--- src/pkg/object_dir_pkg.sv ---
// Object directory constants for the identity and error object bank.
// Assumes a single 25 MHz core clock and word-wide service data requests.
package object_dir_pkg;

  // ****************************************************************
  // Object indices
  // ****************************************************************
  localparam logic [15:0] IDX_DEVICE_TYPE = 16'h1000;
  localparam logic [15:0] IDX_ERROR_FLAGS = 16'h1001;
  localparam logic [15:0] IDX_ERROR_HISTORY = 16'h1003;
  localparam logic [15:0] IDX_SYNC_ID = 16'h1005;

  // ****************************************************************
  // Device type layout
  // ****************************************************************
  localparam logic [15:0] DEVICE_PROFILE = 16'h0191;
  localparam int DT_PROFILE_LSB = 0;
  localparam int DT_INFO_LSB = 16;
  localparam int INFO_DIG_IN_BIT = 0;
  localparam int INFO_DIG_OUT_BIT = 1;
  localparam int INFO_ANA_IN_BIT = 2;
  localparam int INFO_ANA_OUT_BIT = 3;

  // ****************************************************************
  // Error flags layout
  // ****************************************************************
  localparam logic [7:0] ERROR_FLAGS_RESET = 8'h00;
  localparam int GENERIC_BIT = 0;
  localparam int COMM_BIT = 4;
  localparam int MAKER_BIT = 7;

  // ****************************************************************
  // Error history
  // ****************************************************************
  localparam int HISTORY_DEPTH = 10;
  localparam logic [3:0] HISTORY_MAX = 4'hA;
  localparam logic [3:0] HISTORY_COUNT_RESET = 4'h0;
  localparam int ENTRY_CODE_LSB = 0;
  localparam int ENTRY_ADD_LSB = 16;

  // ****************************************************************
  // Sync identifier layout
  // ****************************************************************
  localparam logic [10:0] SYNC_ID_RESET = 11'h080;
  localparam int SYNC_ID_WIDTH = 11;
  localparam int SYNC_PRODUCER_BIT = 30;
  localparam int SYNC_COMPAT_BIT = 31;

  // ****************************************************************
  // Transfer abort codes
  // ****************************************************************
  localparam logic [31:0] ABORT_READ_ONLY = 32'h06010002;
  localparam logic [31:0] ABORT_NO_OBJECT = 32'h06020000;
  localparam logic [31:0] ABORT_NO_SUBINDEX = 32'h06090011;
  localparam logic [31:0] ABORT_BAD_VALUE = 32'h06090030;

  // Request handling outcome
  typedef enum logic [1:0] {
    OUTCOME_OK,
    OUTCOME_ABORT
  } outcome_t;

endpackage : object_dir_pkg

--- src/design/canopen_identity_error_objects.sv ---
// Identity and error objects of a field-bus I/O node's object directory.
// Assumes a service data layer that hands over whole expedited requests,
// one per cycle at most, with byte lane 0 being the first byte on the bus.
`timescale 1ns/1ps
module canopen_identity_error_objects
  import object_dir_pkg::*;
(
  input wire logic core_clk_in,
  input wire logic rst_in,
  // Service data request
  input wire logic req_valid_in,
  input wire logic req_write_in,
  input wire logic [15:0] req_index_in,
  input wire logic [7:0] req_subindex_in,
  input wire logic [31:0] req_data_in,
  // Service data answer
  output logic resp_valid_out,
  output logic resp_abort_out,
  output logic [31:0] resp_data_out,
  // Fitted standard I/O module kinds
  input wire logic dig_in_present_in,
  input wire logic dig_out_present_in,
  input wire logic ana_in_present_in,
  input wire logic ana_out_present_in,
  // Error message events from the node
  input wire logic err_valid_in,
  input wire logic [15:0] err_code_in,
  input wire logic [15:0] err_add_in,
  input wire logic err_comm_in,
  input wire logic err_maker_in,
  // State seen by the rest of the node
  output logic [7:0] error_flags_out,
  output logic [3:0] history_count_out,
  output logic [10:0] sync_cob_id_out
);

  // ****************************************************************
  // Declarations
  // ****************************************************************
  logic [3:0] type_flags_reg;
  logic [7:0] error_flags_reg;
  logic [10:0] sync_id_reg;
  logic resp_valid_reg;
  logic resp_abort_reg;
  logic [31:0] resp_data_reg;
  logic [3:0] count_reg;
  logic [3:0] hist_count;
  logic [31:0] hist_entry;
  logic [31:0] device_type_word;
  logic [31:0] hist_new_entry;
  logic hist_clear;
  logic sync_write;
  outcome_t outcome;
  logic [31:0] answer_word;

  // ****************************************************************
  // Device type
  // ****************************************************************

  // standard modules only
  // Only standard I/O kinds drive the flags; special modules have no input
  always_ff @(posedge core_clk_in)
  begin
    if (rst_in)
      type_flags_reg <= 4'h0;
    else
    begin
      type_flags_reg[INFO_DIG_IN_BIT] <= dig_in_present_in;
      type_flags_reg[INFO_DIG_OUT_BIT] <= dig_out_present_in;
      type_flags_reg[INFO_ANA_IN_BIT] <= ana_in_present_in;
      type_flags_reg[INFO_ANA_OUT_BIT] <= ana_out_present_in;
    end
  end

  always_comb
  begin
    device_type_word = 32'h00000000;
    device_type_word[DT_PROFILE_LSB +: 16] = DEVICE_PROFILE;
    device_type_word[DT_INFO_LSB +: 4] = type_flags_reg;
  end

  // ****************************************************************
  // Error flags
  // ****************************************************************

  // sticky until reset
  // Flags gather every error raised since the last reset
  always_ff @(posedge core_clk_in)
  begin
    if (rst_in)
      error_flags_reg <= ERROR_FLAGS_RESET;
    else if (err_valid_in)
    begin
      error_flags_reg[GENERIC_BIT] <= 1'b1;
      if (err_comm_in)
        error_flags_reg[COMM_BIT] <= 1'b1;
      if (err_maker_in)
        error_flags_reg[MAKER_BIT] <= 1'b1;
    end
  end

  // ****************************************************************
  // Error history
  // ****************************************************************

  always_comb
  begin
    hist_new_entry = 32'h00000000;
    hist_new_entry[ENTRY_CODE_LSB +: 16] = err_code_in;
    hist_new_entry[ENTRY_ADD_LSB +: 16] = err_add_in;
  end

  assign hist_clear = req_valid_in && req_write_in
    && req_index_in == IDX_ERROR_HISTORY
    && req_subindex_in == 8'h00 && req_data_in == 32'h00000000;

  error_history_store u_history
  (
    .core_clk_in(core_clk_in),
    .rst_in(rst_in),
    .push_in(err_valid_in),
    .entry_in(hist_new_entry),
    .clear_in(hist_clear),
    .rd_sel_in(req_subindex_in[3:0]),
    .count_out(hist_count),
    .rd_entry_out(hist_entry)
  );

  // Registered copy of the count for the output pin
  always_ff @(posedge core_clk_in)
  begin
    if (rst_in)
      count_reg <= HISTORY_COUNT_RESET;
    else
      count_reg <= hist_count;
  end

  // ****************************************************************
  // Sync identifier
  // ****************************************************************

  assign sync_write = req_valid_in && req_write_in
    && req_index_in == IDX_SYNC_ID && req_subindex_in == 8'h00
    && !req_data_in[SYNC_PRODUCER_BIT];

  always_ff @(posedge core_clk_in)
  begin
    if (rst_in)
      sync_id_reg <= SYNC_ID_RESET;
    else if (sync_write)
      sync_id_reg <= req_data_in[SYNC_ID_WIDTH - 1:0];
  end

  // ****************************************************************
  // Request decode
  // ****************************************************************

  always_comb
  begin
    outcome = OUTCOME_OK;
    answer_word = 32'h00000000;
    case (req_index_in)
      IDX_DEVICE_TYPE:
      begin
        if (req_subindex_in != 8'h00)
        begin
          outcome = OUTCOME_ABORT;
          answer_word = ABORT_NO_SUBINDEX;
        end
        else if (req_write_in)
        begin
          outcome = OUTCOME_ABORT;
          answer_word = ABORT_READ_ONLY;
        end
        else
          answer_word = device_type_word;
      end
      IDX_ERROR_FLAGS:
      begin
        if (req_subindex_in != 8'h00)
        begin
          outcome = OUTCOME_ABORT;
          answer_word = ABORT_NO_SUBINDEX;
        end
        else if (req_write_in)
        begin
          outcome = OUTCOME_ABORT;
          answer_word = ABORT_READ_ONLY;
        end
        else
          answer_word = {24'h000000, error_flags_reg};
      end
      IDX_ERROR_HISTORY:
      begin
        if (req_subindex_in == 8'h00)
        begin
          if (req_write_in && req_data_in != 32'h00000000)
          begin
            outcome = OUTCOME_ABORT;
            answer_word = ABORT_BAD_VALUE;
          end
          else if (!req_write_in)
            answer_word = {28'h0000000, hist_count};
        end
        else if (req_subindex_in > {4'h0, hist_count})
        begin
          outcome = OUTCOME_ABORT;
          answer_word = ABORT_NO_SUBINDEX;
        end
        else if (req_write_in)
        begin
          outcome = OUTCOME_ABORT;
          answer_word = ABORT_READ_ONLY;
        end
        else
          answer_word = hist_entry;
      end
      IDX_SYNC_ID:
      begin
        if (req_subindex_in != 8'h00)
        begin
          outcome = OUTCOME_ABORT;
          answer_word = ABORT_NO_SUBINDEX;
        end
        else if (req_write_in && req_data_in[SYNC_PRODUCER_BIT])
        begin
          outcome = OUTCOME_ABORT;
          answer_word = ABORT_BAD_VALUE;
        end
        else if (!req_write_in)
          answer_word = {21'h00000, sync_id_reg};
      end
      default:
      begin
        outcome = OUTCOME_ABORT;
        answer_word = ABORT_NO_OBJECT;
      end
    endcase
  end

  // ****************************************************************
  // Answer register
  // ****************************************************************

  // lane 0 is sent first
  // One answer per request, one cycle after it is taken
  always_ff @(posedge core_clk_in)
  begin
    if (rst_in)
    begin
      resp_valid_reg <= 1'b0;
      resp_abort_reg <= 1'b0;
      resp_data_reg <= 32'h00000000;
    end
    else
    begin
      resp_valid_reg <= req_valid_in;
      resp_abort_reg <= req_valid_in && outcome == OUTCOME_ABORT;
      if (req_valid_in)
        resp_data_reg <= answer_word;
    end
  end

  assign resp_valid_out = resp_valid_reg;
  assign resp_abort_out = resp_abort_reg;
  assign resp_data_out = resp_data_reg;
  assign error_flags_out = error_flags_reg;
  assign history_count_out = count_reg;
  assign sync_cob_id_out = sync_id_reg;

endmodule : canopen_identity_error_objects

--- src/design/error_history_store.sv ---
// Ten-deep shifting error history with newest entry at position 1.
// Assumes push and clear come from logic on the same core clock.
`timescale 1ns/1ps
module error_history_store
  import object_dir_pkg::*;
(
  input wire logic core_clk_in,
  input wire logic rst_in,
  input wire logic push_in,
  input wire logic [31:0] entry_in,
  input wire logic clear_in,
  input wire logic [3:0] rd_sel_in,
  output logic [3:0] count_out,
  output logic [31:0] rd_entry_out
);

  logic [31:0] entry_reg [HISTORY_DEPTH];
  logic [3:0] count_reg;

  // ****************************************************************
  // Entry shifting
  // ****************************************************************
  genvar g;
  generate
    for (g = 0; g < HISTORY_DEPTH; g++)
    begin : g_slot
      // Newest at slot 0, older ones move up; the last one drops
      always_ff @(posedge core_clk_in)
      begin
        if (rst_in)
          entry_reg[g] <= 32'h00000000;
        else if (push_in)
          entry_reg[g] <= (g == 0) ? entry_in : entry_reg[(g == 0) ? 0 : g - 1];
      end
    end
  endgenerate

  // Count saturates at ten; a push in the clear cycle survives
  always_ff @(posedge core_clk_in)
  begin
    if (rst_in)
      count_reg <= HISTORY_COUNT_RESET;
    else if (push_in && clear_in)
      count_reg <= 4'h1;
    else if (clear_in)
      count_reg <= HISTORY_COUNT_RESET;
    else if (push_in && count_reg != HISTORY_MAX)
      count_reg <= count_reg + 4'h1;
  end

  assign count_out = count_reg;

  // Position 1..10 maps to slot 0..9
  always_comb
  begin
    rd_entry_out = 32'h00000000;
    if (rd_sel_in != 4'h0 && rd_sel_in <= HISTORY_MAX)
      rd_entry_out = entry_reg[rd_sel_in - 4'h1];
  end

endmodule : error_history_store

--- config.mk ---
export PLATFORM = sky130hd
export DESIGN_NAME = canopen_identity_error_objects
export DESIGN_NICKNAME = d
export VERILOG_FILES = /design/src/pkg/object_dir_pkg.sv /design/src/design/canopen_identity_error_objects.sv /design/src/design/error_history_store.sv
export SDC_FILE = /design/constraint.sdc
export NUM_CORES = 1
export LEC_CHECK = 0
export BUFFER_PORTS_ARGS = -buffer_cell sky130_fd_sc_hd__buf_4
export CORE_ASPECT_RATIO = 1.75
export CORE_UTILIZATION = 40
export DETAILED_ROUTE_END_ITERATION = 7
export SLEW_MARGIN = 25
export SYNTH_ARGS = -nofsm -noshare
export SYNTH_HDL_FRONTEND = slang
export SYNTH_SLANG_ARGS = --single-unit
--- constraint.sdc ---
create_clock -name core_clk_in -period 5.1 [get_ports core_clk_in]
set_input_delay 0.51 -clock core_clk_in [delete_from_list [all_inputs] [get_ports core_clk_in]]
set_output_delay 0.51 -clock core_clk_in [all_outputs]
set_load 0.005 [all_outputs]
==> qor_table.md <==
| Parameter | Reported |
|:---|:---|
| Run status | finished clean |
| Die ar. | 43,900 µm² |
| X dimension of the die | 159 µm |
| Vias per Instance | 5.20 |
| Library cell with the highest instance count after synthesis | sky130_fd_sc_hd__and2_1 |
| Cell types occupying the most area after synthesis | sky130_fd_sc_hd__edfxtp_1 56%, sky130_fd_sc_hd__and2_1 12%, sky130_fd_sc_hd__mux4_2 8.1% |
| Slowest cell on the critical path | sky130_fd_sc_hd__nor2_2 |
| Total of flip-flops plus latches after synthesis | 380 |
| Leading post-synthesis cells by instance count | 321 x sky130_fd_sc_hd__and2_1, 320 x sky130_fd_sc_hd__edfxtp_1, 79 x sky130_fd_sc_hd__nand2_1 |
| Post-cts gate resize count | 0 |
| Gpl congestion | 0.912 |
| Part of the power in combinational logic | 8.2% |
| Final period utilization | 62.0% |
| Sequential fraction of design power | 51.4% |
| GRT Util Overall | 17.1% |
| Standard-cell rows | 100 |
| Path class of the lowest-slack min-delay path | input port to flip-flop |
| RSZ-0062 raised after global routing | false |
| GR Overflow Total | 0 |
| Number of stages on the worst hold path | 2 |
| Insertion delay of the later-clocked pin in the worst-skew pair | 540 ps |
| Worst setup slack after placement | 1450 ps |
| Syn-to-layout area delta | 17.1% |
| Proportion of power drawn by the clock network | 40.4% |
| Least setup slack across all paths after layout | 1940 ps |
| Unique masters post-synth | 70 |
| Number of routed nets with antenna violations | 0 |
| Nets@finish | 1,485 |
| Core region area | 42,400 µm² |
| Number of buffer cells added on primary ports | 150 |
| Achievable frequency | 316 MHz |
| Critical path data required time | 5580 ps |
| Depth of the CTS H-tree | 2 |
| Slew at the pin closest to its max-slew limit | 872 ps |
| TritonCTS clock tree | built |
| Final slew viol count | 0 |
| Largest fanout on the critical path | 15 |
| Via count of the routed design | 10.2k |
| Antenna violations before repair | 0 |
| Crit-path max cell delay | 700 ps |
| Min cycle time layout | 3160 ps |
| Drt initial violations | 727 |
| Wire length of the first global-routing pass | 60,000 µm |
| Via count of the first global-routing pass | 10.6k |
| Startpoint type of the worst setup path | flip-flop |
| Final Hold Fails | 0 |
| Sinks on Clock Net | 380 |
| Critical path capture point type | flip-flop |
| Data arrival, critical path | 3640 ps |
| Placed wire-length estimate after detailed placement | 22,700 µm |
| Pin count of the biggest net entering global routing | 321 |
| Clock tree root driver cell | sky130_fd_sc_hd__clkbuf_16 |
| Fraction of final layout cells with drive strength greater than 1 | 22.6% |
| Number of flip-flops in the largest register | 320 |
| Net Switching | 0.00161 W |
| Starting utilization of the core area | 40.5% |
| Sequential fraction of the synthesis area | 62.9% |
| Wirelength, routed | 37,200 µm |
| Drc violations | 0 |
| Standby leakage power | 7.62 nW |
| Routed length per instance | 18.9 µm |
| Worst R2R Path Depth | 8 |
| Mapped Area | 17,200 µm² |
| Count of boundary I/O pins | 156 |
| Final worst clock skew | 14.6 ps |
| Final core utilization | 47.5% |
| Share of the synthesized area in the top cell type | 55.9% |
| Count of yosys warnings during synthesis | 0 |
| Vertical die dimension | 276 µm |
| Setup TNS after final layout | 0 ps |
| Setup Buffers After CTS | 0 |
| # Max-Cap Violations | 0 |
| Detailed Routing Iterations Pass 1 | 5 |
| Largest buffer count on any clock path | 3 |
| Design Power | 0.00706 W |
| Syn_area_per_cell | 13.7 µm² |
| Switching share of power | 22.8% |
| Number of enable-type register cells in the synthesized netlist | 320 |
| Clock slew seen by the registers of the worst setup and hold paths | 60 ps |
| Total of fill cells in the finished design | 3,751 |
| Leading register cell type out of synthesis | sky130_fd_sc_hd__edfxtp_1 |
| Slew HR | 41.4% |
| CTS buffer count | 37 |
| Maximum vdd drop | 0.251 mV |
| Final Setup Violations | 0 |
| Critical path, cell by cell | inv_1, ha_1, a21o_1, a221o_1, a2111oi_4, nand2_1, nor2_2, a22o_1 |
| Category of the critical setup timing path | flip-flop to flip-flop |
| Cell type with the highest aggregate area in the netlist | sky130_fd_sc_hd__edfxtp_1 |
| CTS Hold Bufs | 0 |
| Cell-internal power | 0.00546 W |
| Antenna diodes | 0 |
| Cell Pwr Density | 351 nW/µm² |
| Gate count after technology mapping | 1,258 |
| Async SR Flop Fraction | 0% |
routing by layer:
metal / global-route usage, % / vias to the layer above / share of wire [%]
li1: - / 4852 / -
met1: 21.8 / 5064 / 43
met2: 29.1 / 228 / 50
met3: 2.73 / 65 / 4.0
met4: 6.37 / 0 / 3.0
met5: 0 / - / 0
metrics by stage:
stage	instances	hold WS, ps	area, µm²
final	1965	192	20100
after detailed placement	1897	460	18800
after global placement	1897	469	18800
after CTS	1963	177	20100
after floorplan	1262	440	17200
after global routing	1965	183	20100
path summary, 6_finish.rpt:
| check | from | end | slack, ps |
|---|---|---|---|
| worst min-delay path | req_data_in[7] | sync_cob_id_out[7] | 190 |
| worst max register to register | u_history.count_out[2] | resp_data_out[22] | 1940 |
| worst min register to register | resp_data_out[6] | resp_data_out[6] | 470 |
| worst max-delay path | u_history.count_out[2] | resp_data_out[22] | 1940 |
critical path, delay by kind of cell (launching register included):
| family | cells | cell delay (ps) |
|---|---|---|
| buf+inv | 1 | 120 |
| fa+ha+maj | 1 | 300 |
| compound gates | 4 | 1250 |
| flops | 1 | 520 |
| simple gates | 2 | 890 |
cells by family after synthesis:
logic type,synth area share [%]
compound gates,6.04
flops,62.9
fa+ha+maj,0.720
buf+inv,2.66
mux,9.68
simple gates,17.7
other cells,0.0218
xor+xnor,0.306
power groups by stage:
stage          clock [W]  sequential, W  combinational [W]
6_report         0.00286        0.00363           0.000576
4_1_cts          0.00294        0.00363           0.000581
2_1_floorplan          0        0.00367           0.000386
3_3_place_gp           0        0.00369           0.000568
3_5_place_dp           0        0.00370           0.000580
5_1_grt          0.00303        0.00366           0.000632
placed cells by master, fill, tap and decap left out, types with 4 or more instances in the layout:
cell                        count
sky130_fd_sc_hd__a211o_1        4
sky130_fd_sc_hd__a211oi_1      21
sky130_fd_sc_hd__a21oi_1       27
sky130_fd_sc_hd__a22o_1        18
sky130_fd_sc_hd__a22oi_1        4
sky130_fd_sc_hd__a31o_2         4
sky130_fd_sc_hd__a31oi_1       21
sky130_fd_sc_hd__a32oi_1        6
sky130_fd_sc_hd__and2_1       321
sky130_fd_sc_hd__buf_4        159
sky130_fd_sc_hd__bufinv_16      5
sky130_fd_sc_hd__clkbuf_16     38
sky130_fd_sc_hd__clkinv_1      10
sky130_fd_sc_hd__conb_1         5
sky130_fd_sc_hd__dfxtp_1       60
sky130_fd_sc_hd__edfxtp_1     320
sky130_fd_sc_hd__ha_1           8
sky130_fd_sc_hd__inv_1         10
sky130_fd_sc_hd__mux2_2         7
sky130_fd_sc_hd__mux2i_1       19
sky130_fd_sc_hd__mux4_2        62
sky130_fd_sc_hd__nand2_1       79
sky130_fd_sc_hd__nand3_1        6
sky130_fd_sc_hd__nand4_1        8
sky130_fd_sc_hd__nor2_1        40
sky130_fd_sc_hd__nor2b_1       24
sky130_fd_sc_hd__nor3_1        14
sky130_fd_sc_hd__nor4_1         8
sky130_fd_sc_hd__o211ai_1       5
sky130_fd_sc_hd__o21ai_0       17
cell type report:
class	count	area, µm²	area share, %
sequential	380	10800	53.7
multi-input combinational	781	6020	29.9
timing repair buffer	165	1320	6.55
clock buffer	42	976	4.85
tap	561	702	3.48
clock inverter	24	269	1.34
inverter	12	45.0	0.224
Power figures use the tool's default switching activity.
